`config.mk`:
```
export PLATFORM = sky130hd
export DESIGN_NAME = serial_port_four_mode
export DESIGN_NICKNAME = d
export VERILOG_FILES = /design/src/serial_port_pkg.sv /design/src/rx_bit_detector.sv /design/src/serial_port_four_mode.sv
export SDC_FILE = /design/constraint.sdc
export NUM_CORES = 1
export LEC_CHECK = 0
export ABC_AREA = 1
export BUFFER_PORTS_ARGS = -buffer_cell sky130_fd_sc_hd__clkbuf_2
export CORE_AREA = 2 2 111 113
export DETAILED_ROUTE_END_ITERATION = 8
export DIE_AREA = 0 0 113 115
export SLEW_MARGIN = 20
export SYNTH_ARGS = -nofsm -noshare
export SYNTH_HDL_FRONTEND = slang
export SYNTH_SLANG_ARGS = --single-unit
export TNS_END_PERCENT = 10
```
`constraint.sdc`:
```
create_clock -name clk_sys -period 2.55 [get_ports clk_sys]
set_input_delay 0 -clock clk_sys [delete_from_list [all_inputs] [get_ports clk_sys]]
set_output_delay 0 -clock clk_sys [all_outputs]
set_load 0.01 [all_outputs]
```
`src/serial_port_pkg.sv`:
```
// constants, types and register map of the four-mode serial port
package serial_port_pkg;

    // register bus word and address
    typedef logic [1:0] addr_t;
    typedef logic [7:0] byte_t;

    // register indices
    localparam addr_t ADDR_CTRL = 2'h0;
    localparam addr_t ADDR_BUF = 2'h1;
    localparam addr_t ADDR_CFG = 2'h2;

    // control register layout, msb first
    typedef struct packed {
        logic modeSelectHigh;
        logic modeSelectLow;
        logic multiprocessorQualify;
        logic receiveEnable;
        logic transmitNinthBit;
        logic receivedNinthBit;
        logic transmitFlag;
        logic receiveFlag;
    } ctrl_s;

    // configuration register layout
    typedef struct packed {
        logic [5:0] reserved;
        logic doubleRate;
        logic sixClock;
    } cfg_s;

    // values after reset
    localparam byte_t CTRL_RESET = 8'h00;
    localparam byte_t CFG_RESET = 8'h00;
    localparam byte_t BUF_RESET = 8'h00;
    localparam logic [8:0] TX_SHIFT_RESET = 9'h000;
    localparam logic [8:0] RX_SHIFT_RESET = 9'h1FF;

    // configuration bit positions
    localparam int CFG_SIX_BIT = 0;
    localparam int CFG_DOUBLE_BIT = 1;

    // machine cycle states S1..S6
    localparam logic [2:0] ST_S1 = 3'h0;
    localparam logic [2:0] ST_S3 = 3'h2;
    localparam logic [2:0] ST_S5 = 3'h4;
    localparam logic [2:0] ST_S6 = 3'h5;

    // bit time counter states
    localparam logic [3:0] DIV_LAST = 4'hF;
    localparam logic [3:0] SAMPLE_FIRST = 4'h6;
    localparam logic [3:0] SAMPLE_LAST = 4'h8;

    // fixed-rate prescaler top count
    localparam logic [1:0] PRESC_MAX = 2'h3;

    // receive shift register preload values
    localparam logic [8:0] SYNC_RX_LOAD = 9'h1FE;
    localparam logic [8:0] ASYNC_RX_LOAD = 9'h1FF;

    // transmit control states
    typedef enum logic [5:0] {
        TX_IDLE = 6'h01,
        TX_PEND = 6'h02,
        TX_ARM = 6'h04,
        TX_START = 6'h08,
        TX_DATA = 6'h10,
        TX_LAST = 6'h20
    } tx_state_e;

    // receive control states
    typedef enum logic [5:0] {
        RX_IDLE = 6'h01,
        RX_ARM = 6'h02,
        RX_SHIFT = 6'h04,
        RX_END = 6'h08,
        RX_BITS = 6'h10,
        RX_TAIL = 6'h20
    } rx_state_e;

endpackage : serial_port_pkg

```
`src/rx_bit_detector.sv`:
```
// input synchroniser and three-sample majority bit detector
`timescale 1ns/1ps
module rx_bit_detector (
    input wire logic clk_sys,
    input wire logic srst,
    input wire logic pinIn,
    input wire logic sampleEn,
    output logic level,
    output logic vote
);
    logic meta;
    logic [2:0] samples;

    // two flops before any logic looks at the pin
    always_ff @(posedge clk_sys) begin
        if (srst) begin
            meta <= 1'b1;
            level <= 1'b1;
        end else begin
            meta <= pinIn;
            level <= meta;
        end
    end

    // keep the last three samples of the bit
    always_ff @(posedge clk_sys) begin
        if (srst) begin
            samples <= 3'h7;
        end else if (sampleEn) begin
            samples <= {samples[1:0], level};
        end
    end

    // two of three wins
    assign vote = (samples[0] & samples[1]) | (samples[0] & samples[2])
        | (samples[1] & samples[2]);

endmodule : rx_bit_detector

```
`src/serial_port_four_mode.sv`:
```
// four-mode serial port: shift register mode and three uart modes
//
// Contract
// [RULE1] sync mode: data both ways on pin zero, clock on pin one, 8 bits
// [RULE2] sync buffer write loads marker 1, send starts one cycle later
// [RULE3] sync shift clock low S3-S5, high S6-S2; shift right at S6P2
// [RULE4] zeros in from left; final shift, flag set at S1P1 cycle ten
// [RULE5] sync receive starts on enable and clear flag; preload 11111110
// [RULE6] sync receive samples pin at S5P2, shifts left at S6P2
// [RULE7] sync receive: final shift loads buffer, flag at S1P1 cycle ten
// [RULE8] mode 1 frame: start 0, 8 data lsb first, stop 1 to ninth flag
// [RULE9] async write loads ninth bit; send waits for next rollover
// [RULE10] async send: start bit, then data one bit time later, then shift
// [RULE11] mode 1 send ends, flag set, at tenth rollover after write
// [RULE12] modes 2/3: first shift inserts stop 1; ends at eleventh rollover
// [RULE13] async receive starts on falling edge; reset counter, preload 1FF
// [RULE14] each bit sampled at states 7, 8, 9; majority accepted
// [RULE15] start bit not 0: abandon and hunt for a new falling edge
// [RULE16] mode 1 frame kept only if flag clear and qualify off or stop 1
// [RULE17] mode 1 returns to hunting after frame, kept or not
// [RULE18] modes 2/3 frame: start, 8 data, ninth bit, stop
// [RULE19] mode 2 fixed rate from oscillator; modes 1/3 from timer overflow
// [RULE20] modes 2/3 keep frame if flag clear and qualify off or ninth 1
// [RULE21] ninth bit flag holds received ninth bit, unused in sync mode
// [RULE22] external register keeps data stable around sampling point
`timescale 1ns/1ps
module serial_port_four_mode (
    input wire logic clk_sys,
    input wire logic srst,
    input serial_port_pkg::addr_t regAddr,
    input serial_port_pkg::byte_t regWdata,
    input wire logic regWr,
    input wire logic regRd,
    output serial_port_pkg::byte_t regRdata,
    input wire logic timerOverflow,
    input wire logic portThreeBitZeroIn,
    output logic portThreeBitZeroOut,
    output logic portThreeBitZeroOeN,
    output logic portThreeBitOneOut
);
    import serial_port_pkg::*;

    ctrl_s serialControlReg;
    cfg_s serialConfigReg;
    byte_t serialBuffer;
    tx_state_e txState;
    rx_state_e rxState;
    logic [8:0] txShift, rxShift;
    logic [2:0] stateNum;
    logic [1:0] presc, prescLimit, rateShift;
    logic [3:0] txDiv, rxDiv;
    logic phaseTwo, ovfHalf, rxPrev, syncSample, txFirst, pinLevel, pinVote;
    logic syncMode, modeOne, modeTwo, sixClk, p1, p2, atS1P1, atS5P2, atS6P2;
    logic tick, txRoll, rxRoll, sampleEn, wrCtrl, wrBuf, wrCfg, ninthLoad;
    logic shiftNow, shiftIn, txFinal, txSet, startDetect, startBad;
    logic asyncFinal, rxAccept, syncLoad, rxSet, syncActive;
    // register strobes
    assign wrCtrl = regWr & (regAddr == ADDR_CTRL);
    assign wrBuf = regWr & (regAddr == ADDR_BUF);
    assign wrCfg = regWr & (regAddr == ADDR_CFG);
    // mode decode
    assign syncMode = ~serialControlReg.modeSelectHigh
        & ~serialControlReg.modeSelectLow;
    assign modeOne = ~serialControlReg.modeSelectHigh
        & serialControlReg.modeSelectLow;
    assign modeTwo = serialControlReg.modeSelectHigh
        & ~serialControlReg.modeSelectLow;
    assign sixClk = serialConfigReg.sixClock;
    // machine cycle phase strobes; six-clock mode packs P1 and P2 together
    assign p1 = sixClk | ~phaseTwo;
    assign p2 = sixClk | phaseTwo;
    assign atS1P1 = (stateNum == ST_S1) & p1;
    assign atS5P2 = (stateNum == ST_S5) & p2;
    assign atS6P2 = (stateNum == ST_S6) & p2;
    // state and phase counter driven by the oscillator
    always_ff @(posedge clk_sys) begin
        if (srst) begin
            stateNum <= ST_S1;
            phaseTwo <= 1'b0;
        end else begin
            phaseTwo <= ~sixClk & ~phaseTwo; // [RULE1]
            if (p2) begin
                stateNum <= (stateNum == ST_S6) ? ST_S1 : stateNum + 3'h1;
            end
        end
    end
    // sixteen-times bit rate tick: fixed for mode 2, timer for modes 1/3
    assign rateShift = {1'b0, serialConfigReg.doubleRate} + {1'b0, sixClk};
    assign prescLimit = PRESC_MAX >> rateShift;
    assign tick = modeTwo ? (presc == prescLimit)
        : (timerOverflow & (serialConfigReg.doubleRate | ovfHalf)); // [RULE19]
    // prescaler and timer overflow halver
    always_ff @(posedge clk_sys) begin
        if (srst) begin
            presc <= 2'h0;
            ovfHalf <= 1'b0;
        end else begin
            presc <= (modeTwo & (presc != prescLimit)) ? presc + 2'h1 : 2'h0;
            if (timerOverflow) begin
                ovfHalf <= ~ovfHalf;
            end
        end
    end
    // free-running transmit bit time counter
    always_ff @(posedge clk_sys) begin
        if (srst) begin
            txDiv <= 4'h0;
        end else if (tick) begin
            txDiv <= txDiv + 4'h1;
        end
    end
    assign txRoll = tick & (txDiv == DIV_LAST);
    // transmit shift control
    assign ninthLoad = modeOne | syncMode | serialControlReg.transmitNinthBit;
    assign shiftNow = syncMode ? atS6P2 : txRoll;
    assign shiftIn = txFirst & ~modeOne & ~syncMode; // [RULE12]
    assign txFinal = ~txFirst & (txShift[8:2] == 7'h00) & txShift[1];
    assign txSet = (txState == TX_LAST & atS1P1)
        | (txState == TX_DATA & shiftNow & txFinal & ~syncMode);

    // transmit state machine
    always_ff @(posedge clk_sys) begin
        if (srst) begin
            txState <= TX_IDLE;
            txShift <= TX_SHIFT_RESET;
            txFirst <= 1'b0;
        end else begin
            case (txState)
                TX_IDLE: begin
                    if (wrBuf) begin
                        txShift <= {ninthLoad, regWdata}; // [RULE2] [RULE9]
                        txState <= TX_PEND;
                    end
                end
                TX_PEND: begin
                    if (syncMode & atS1P1) begin
                        txState <= TX_ARM;
                    end else if (~syncMode & txRoll) begin
                        txState <= TX_START; // [RULE9]
                    end
                end
                TX_ARM: begin
                    if (atS1P1) begin
                        txState <= TX_DATA; // [RULE2]
                    end
                end
                TX_START: begin
                    if (txRoll) begin
                        txState <= TX_DATA; // [RULE10]
                        txFirst <= 1'b1;
                    end
                end
                TX_DATA: begin
                    if (shiftNow) begin
                        txShift <= {shiftIn, txShift[8:1]}; // [RULE3] [RULE4]
                        txFirst <= 1'b0;
                        if (txFinal) begin
                            // [RULE11] [RULE12]
                            txState <= syncMode ? TX_LAST : TX_IDLE;
                        end
                    end
                end
                TX_LAST: begin
                    if (atS1P1) begin
                        txState <= TX_IDLE; // [RULE4]
                    end
                end
                default: txState <= TX_IDLE;
            endcase
        end
    end

    // pin zero synchroniser and majority detector
    rx_bit_detector detector (
        .clk_sys(clk_sys),
        .srst(srst),
        .pinIn(portThreeBitZeroIn),
        .sampleEn(sampleEn),
        .level(pinLevel),
        .vote(pinVote)
    );

    // receive bit time counter, realigned on each start edge
    always_ff @(posedge clk_sys) begin
        if (srst) begin
            rxDiv <= 4'h0;
            rxPrev <= 1'b1;
        end else begin
            if (tick) begin
                rxPrev <= pinLevel;
            end
            if (startDetect) begin
                rxDiv <= 4'h0; // [RULE13]
            end else if (tick) begin
                rxDiv <= rxDiv + 4'h1;
            end
        end
    end

    // start edge, sampling window and bit boundaries
    assign startDetect = tick & rxPrev & ~pinLevel & ~syncMode
        & serialControlReg.receiveEnable & (rxState == RX_IDLE); // [RULE13]
    assign sampleEn = tick & (rxState == RX_BITS)
        & (rxDiv >= SAMPLE_FIRST) & (rxDiv <= SAMPLE_LAST); // [RULE14]
    assign rxRoll = tick & (rxDiv == DIV_LAST);
    assign startBad = (rxShift == ASYNC_RX_LOAD) & pinVote; // [RULE15]
    assign asyncFinal = (rxState == RX_BITS) & rxRoll & ~startBad
        & ~rxShift[8];
    assign rxAccept = asyncFinal & ~serialControlReg.receiveFlag
        & (~serialControlReg.multiprocessorQualify | pinVote); // [RULE16] [RULE20]
    assign syncLoad = (rxState == RX_SHIFT) & atS6P2 & ~rxShift[7];
    assign rxSet = rxAccept | ((rxState == RX_END) & atS1P1); // [RULE7]

    // sync receive sample of the pin
    always_ff @(posedge clk_sys) begin
        if (srst) begin
            syncSample <= 1'b1;
        end else if (atS5P2) begin
            syncSample <= pinLevel; // [RULE6]
        end
    end

    // receive state machine
    always_ff @(posedge clk_sys) begin
        if (srst) begin
            rxState <= RX_IDLE;
            rxShift <= RX_SHIFT_RESET;
        end else begin
            case (rxState)
                RX_IDLE: begin
                    if (syncMode & atS1P1 & serialControlReg.receiveEnable
                        & ~serialControlReg.receiveFlag) begin
                        rxState <= RX_ARM; // [RULE5]
                    end else if (startDetect) begin
                        rxShift <= ASYNC_RX_LOAD; // [RULE13]
                        rxState <= RX_BITS;
                    end
                end
                RX_ARM: begin
                    if (atS6P2) begin
                        rxShift <= SYNC_RX_LOAD; // [RULE5]
                        rxState <= RX_SHIFT;
                    end
                end
                RX_SHIFT: begin
                    if (atS6P2) begin
                        rxShift <= {rxShift[7:0], syncSample}; // [RULE6]
                        if (~rxShift[7]) begin
                            rxState <= RX_END; // [RULE7]
                        end
                    end
                end
                RX_END: begin
                    if (atS1P1) begin
                        rxState <= RX_IDLE;
                    end
                end
                RX_BITS: begin
                    if (rxRoll) begin
                        if (startBad) begin
                            rxState <= RX_IDLE; // [RULE15]
                        end else begin
                            rxShift <= {rxShift[7:0], pinVote}; // [RULE14]
                            if (~rxShift[8]) begin
                                // [RULE17] [RULE20]
                                rxState <= modeOne ? RX_IDLE : RX_TAIL;
                            end
                        end
                    end
                end
                RX_TAIL: begin
                    if (rxRoll) begin
                        rxState <= RX_IDLE; // [RULE20]
                    end
                end
                default: rxState <= RX_IDLE;
            endcase
        end
    end

    // receive buffer, data put back in lsb-first order
    always_ff @(posedge clk_sys) begin
        if (srst) begin
            serialBuffer <= BUF_RESET;
        end else if (rxAccept) begin
            serialBuffer <= {<<{rxShift[7:0]}}; // [RULE8] [RULE18]
        end else if (syncLoad) begin
            serialBuffer <= {<<{rxShift[6:0], syncSample}}; // [RULE1] [RULE7]
        end
    end

    // control register; hardware sets win over a software write
    always_ff @(posedge clk_sys) begin
        if (srst) begin
            serialControlReg <= ctrl_s'(CTRL_RESET);
        end else begin
            if (wrCtrl) begin
                serialControlReg <= ctrl_s'(regWdata);
            end
            if (txSet) begin
                serialControlReg.transmitFlag <= 1'b1; // [RULE4] [RULE11]
            end
            if (rxSet) begin
                serialControlReg.receiveFlag <= 1'b1;
            end
            if (rxAccept) begin
                // stop bit in mode 1, ninth bit in modes 2/3
                serialControlReg.receivedNinthBit <= pinVote; // [RULE8] [RULE21]
            end
        end
    end

    // configuration register: clock mode and double rate
    always_ff @(posedge clk_sys) begin
        if (srst) begin
            serialConfigReg <= cfg_s'(CFG_RESET);
        end else if (wrCfg) begin
            serialConfigReg.sixClock <= regWdata[CFG_SIX_BIT];
            serialConfigReg.doubleRate <= regWdata[CFG_DOUBLE_BIT];
        end
    end

    // registered read data, valid only in the cycle after the strobe
    always_ff @(posedge clk_sys) begin
        if (srst) begin
            regRdata <= 8'h00;
        end else if (regRd) begin
            case (regAddr)
                ADDR_CTRL: regRdata <= serialControlReg;
                ADDR_BUF: regRdata <= serialBuffer;
                ADDR_CFG: regRdata <= serialConfigReg;
                default: regRdata <= 8'h00;
            endcase
        end else begin
            regRdata <= 8'h00;
        end
    end

    // sync mode: shift clock runs while sending or receiving
    assign syncActive = (txState == TX_DATA) | (txState == TX_LAST)
        | (rxState == RX_SHIFT) | (rxState == RX_END);

    // pin drivers
    always_ff @(posedge clk_sys) begin
        if (srst) begin
            portThreeBitOneOut <= 1'b1;
            portThreeBitZeroOut <= 1'b1;
            portThreeBitZeroOeN <= 1'b1;
        end else if (syncMode) begin
            // [RULE3] [RULE6]
            portThreeBitOneOut <= ~(syncActive & (stateNum >= ST_S3)
                & (stateNum <= ST_S5));
            portThreeBitZeroOut <= txShift[0]; // [RULE1]
            portThreeBitZeroOeN <= ~((txState == TX_DATA)
                | (txState == TX_LAST));
        end else begin
            case (txState)
                TX_START: portThreeBitOneOut <= 1'b0; // [RULE10]
                TX_DATA: portThreeBitOneOut <= txShift[0]; // [RULE8] [RULE18]
                default: portThreeBitOneOut <= 1'b1;
            endcase
            portThreeBitZeroOut <= 1'b1;
            portThreeBitZeroOeN <= 1'b1;
        end
    end

endmodule : serial_port_four_mode

```
==> flow_summary.yaml <==
yosys:
  synth_area_sq_um: 4050
  synthTopCellsByArea: "dfxtp_1 (41%), nand2_1 (14%), nor2_1 (7.3%)"
  synth_warnings: 0
  async_flop_share_pct: 0
  avgSynthCellArea_sq_um: 6.75
  netlist_instances: 600
  synth_top_flop_cell: "dfxtp_1"
  netlist_top_cells_count: "nand2_1 (149), dfxtp_1 (82), nor2_1 (79)"
  synth_seq_area_share_pct: 40.5
  yosysTopAreaCellShare_pct: 40.5
  ys_ff_latch: 82
  synth_top_cell_by_area: "dfxtp_1"
  synth_nets: 619
  synth_edf_count: 0
  yosys.cell_count.top_type: "nand2_1"
  synth_cell_type_count: 39
floorplanning:
  num_rows: 40
  core_sq_um: 11800
  die_width_microns: 113
  dieArea_sq_um: 13000
  top_level_ports: 27
  die_y_microns: 115
  initial_core_util_pct: 34.3
timing:
  post-route-min-period_ps: 2010
  setup_tns_ps: 0
  fmax_ghz: 0.496
  rsz0062_at_grt: "false"
  drv_slew: 0
  hold_viol_final: 0
  setup_violations: 0
  fin_crit_sh_pct: 79.0
  fin_skew_ps: 8.58
  relSlewSlack_pct: 47.1
  holdWs_ps: 8.58
  worstMarginPinSlew_ps: 793
  setup_ws_ps: 536
drt:
  routed_wl_mm: 10.2
  detail-route-antenna-nets: 0
  dr.first_iter.drc_count: 279
  viasPerCell: 4.96
  drc: 1
  vias: 3908
  first_pass_iters: 7
  wl_per_cell_microns: 12.9
status:
  outcome: "finished, violations left"
  violations: "design-rule violations"
layout:
  drive_gt1_share_pct: 11.2
  n_fill_cell: 1253
  syn_to_final_growth_pct: 16.1
  fin_area_sq_um: 4700
  multiInputGateArea_sq_um: 2060
  nets: 656
  diodes: 0
  register_area_sq_um: 1640
worst_setup_path:
  cp_top_family: "simple AND/OR/NAND/NOR gates"
  worst-path-stages: 7
  r2r_start: "rxState[2]"
  r2r-end: "serialBuffer[3]"
  startpoint_type: "flop"
  timing_worst_setup_path_type: "reg -> reg"
  rrSetupSlack_ps: 540
  critPathCaptureType: "flop"
  path_cells: "nor2_1 > nand4_2 > clkinv_2 > nand2_4 > nor3_4 > o21ai_0 > a21oi_1"
  worst_ep_arrival_time_ps: 2280
  crit_path_max_fanout: 19
  ff2ff_path_depth: 7
  crit_buf_inv: 1
  cpMaxStageDelayCell: "nor3_4"
  worst_ep_required_time_ps: 2810
  max_stage_delay_ps: 520
cts:
  htree_levels: 3
  cts_root_buf: "clkbuf_16"
  cts_made_buffers: 9
  cts_tree: "built"
  clk_latency_ps: 330
  clk_pin_slew_worst_paths_ps: 60
  clkSinkCount: 82
  cts_buffer_depth: 2
  cts_resized: 0
place:
  numPortBuffers: 26
  dp_slack_ps: 555
  place_area_sq_um: 4360
  gp_congestion: 0.915
  hpwlAfterDp_mm: 7.76
power:
  vdd_drop_max_v: 0.000436
  power_mw: 4.33
  leakagePower_nw: 2.22
  power.density_nw_per_um2: 922
hold_path:
  min_path_type: "in -> reg"
  holdPathEnd: "serialControlReg[6]"
  hold_depth: 3
  min_from: "regWdata[6]"
job:
  maxCapViolations: 0
grt:
  grt_util_all_layers_pct: 16.5
  grt_max_degree: 26
  grt_pass1_wl_mm: 17.3
  antenna_found_initial: 0
  grt_pass1_vias: 3613
  grt_overflow_total: 0
registers in the layout, summed over array words and instances, names as in the netlist, 2 cells and up:
| signal | cells |
|---|---|
| rxShift | 9 |
| txDiv | 4 |
| detector.samples | 3 |
| txState | 6 |
| regRdata | 8 |
| serialBuffer | 8 |
| rxState | 6 |
| txShift | 9 |
| serialControlReg | 8 |
| rxDiv | 4 |
| stateNum | 3 |
| presc | 2 |
cell usage in the layout, fill, tap and decap left out, types with 2 or more instances in the layout:
cell / count
nand2_1: 149
dfxtp_1: 82
nor2_1: 79
inv_1: 70
o21ai_0: 51
nand3_1: 45
a21oi_1: 38
clkbuf_2: 26
nand4_1: 14
nor3_1: 11
clkbuf_16: 9
buf_4: 9
o211ai_1: 6
dlygate4sd3_1: 6
or2_2: 5
nor2_4: 3
nand3_2: 3
ha_1: 3
nor2_2: 2
nand2_4: 2
inv_2: 2
o31ai_1: 2
o2111ai_1: 2
clkinvlp_4: 2
clkbuf_8: 2
layout make-up:
type | instances | area share [%]
clock buffer | 12 | 5.46
timing repair buffer | 41 | 5.48
multi-input combinational | 430 | 43.9
tap | 147 | 3.91
inverter | 73 | 5.85
sequential | 82 | 34.9
clock inverter | 3 | 0.506
worst max-delay path by stage:
stage                                   start                   to  slack, ps
after floorplan           serialControlReg[6]           rxState[5]        960
after global placement             rxState[0]  serialControlReg[2]        510
after detailed placement           rxState[0]  serialControlReg[2]        560
after CTS                          rxState[0]      serialBuffer[4]        550
after global routing               rxState[0]      serialBuffer[6]        220
final                              rxState[2]      serialBuffer[3]        540
worst min-delay path, cell delays in order:
cell and delay, ps:
clkbuf_2 100, o21ai_0 90, a21oi_1 120
metal layers:
layer	track usage [%]	wire [microns]
met2	26.1	4660
met3	2.53	427
met4	6.83	211
met5	0	0
met1	22.6	4890
where the power goes:
part / switching [mW] / internal, mW / total, mW
clock: 0.510 / 0.711 / 1.22
combinational: 0.986 / 0.502 / 1.49
sequential: 0.142 / 1.48 / 1.63
total: 1.64 / 2.70 / 4.33
metrics by stage:
step	util (%)	cells
finish	39.8	788
global route	39.8	788
CTS	39.8	788
detailed placement	36.9	767
global placement	36.9	767
floorplan	-	600
logic make-up after synthesis:
| group | Yosys count | synth area share (%) |
|---|---|---|
| compound gates | 107 | 14.7 |
| flops | 82 | 40.5 |
| simple gates | 320 | 35.3 |
| buf+inv | 88 | 8.55 |
| fa+ha+maj | 3 | 0.927 |
timing repair:
action                                  4_1_cts  5_1_grt
setup buffers                                 0        0
hold buffers                                  6        0
endpoints found under the setup margin        0        0
endpoints found under the hold margin         6        0
(Power assumes the default switching activity.)
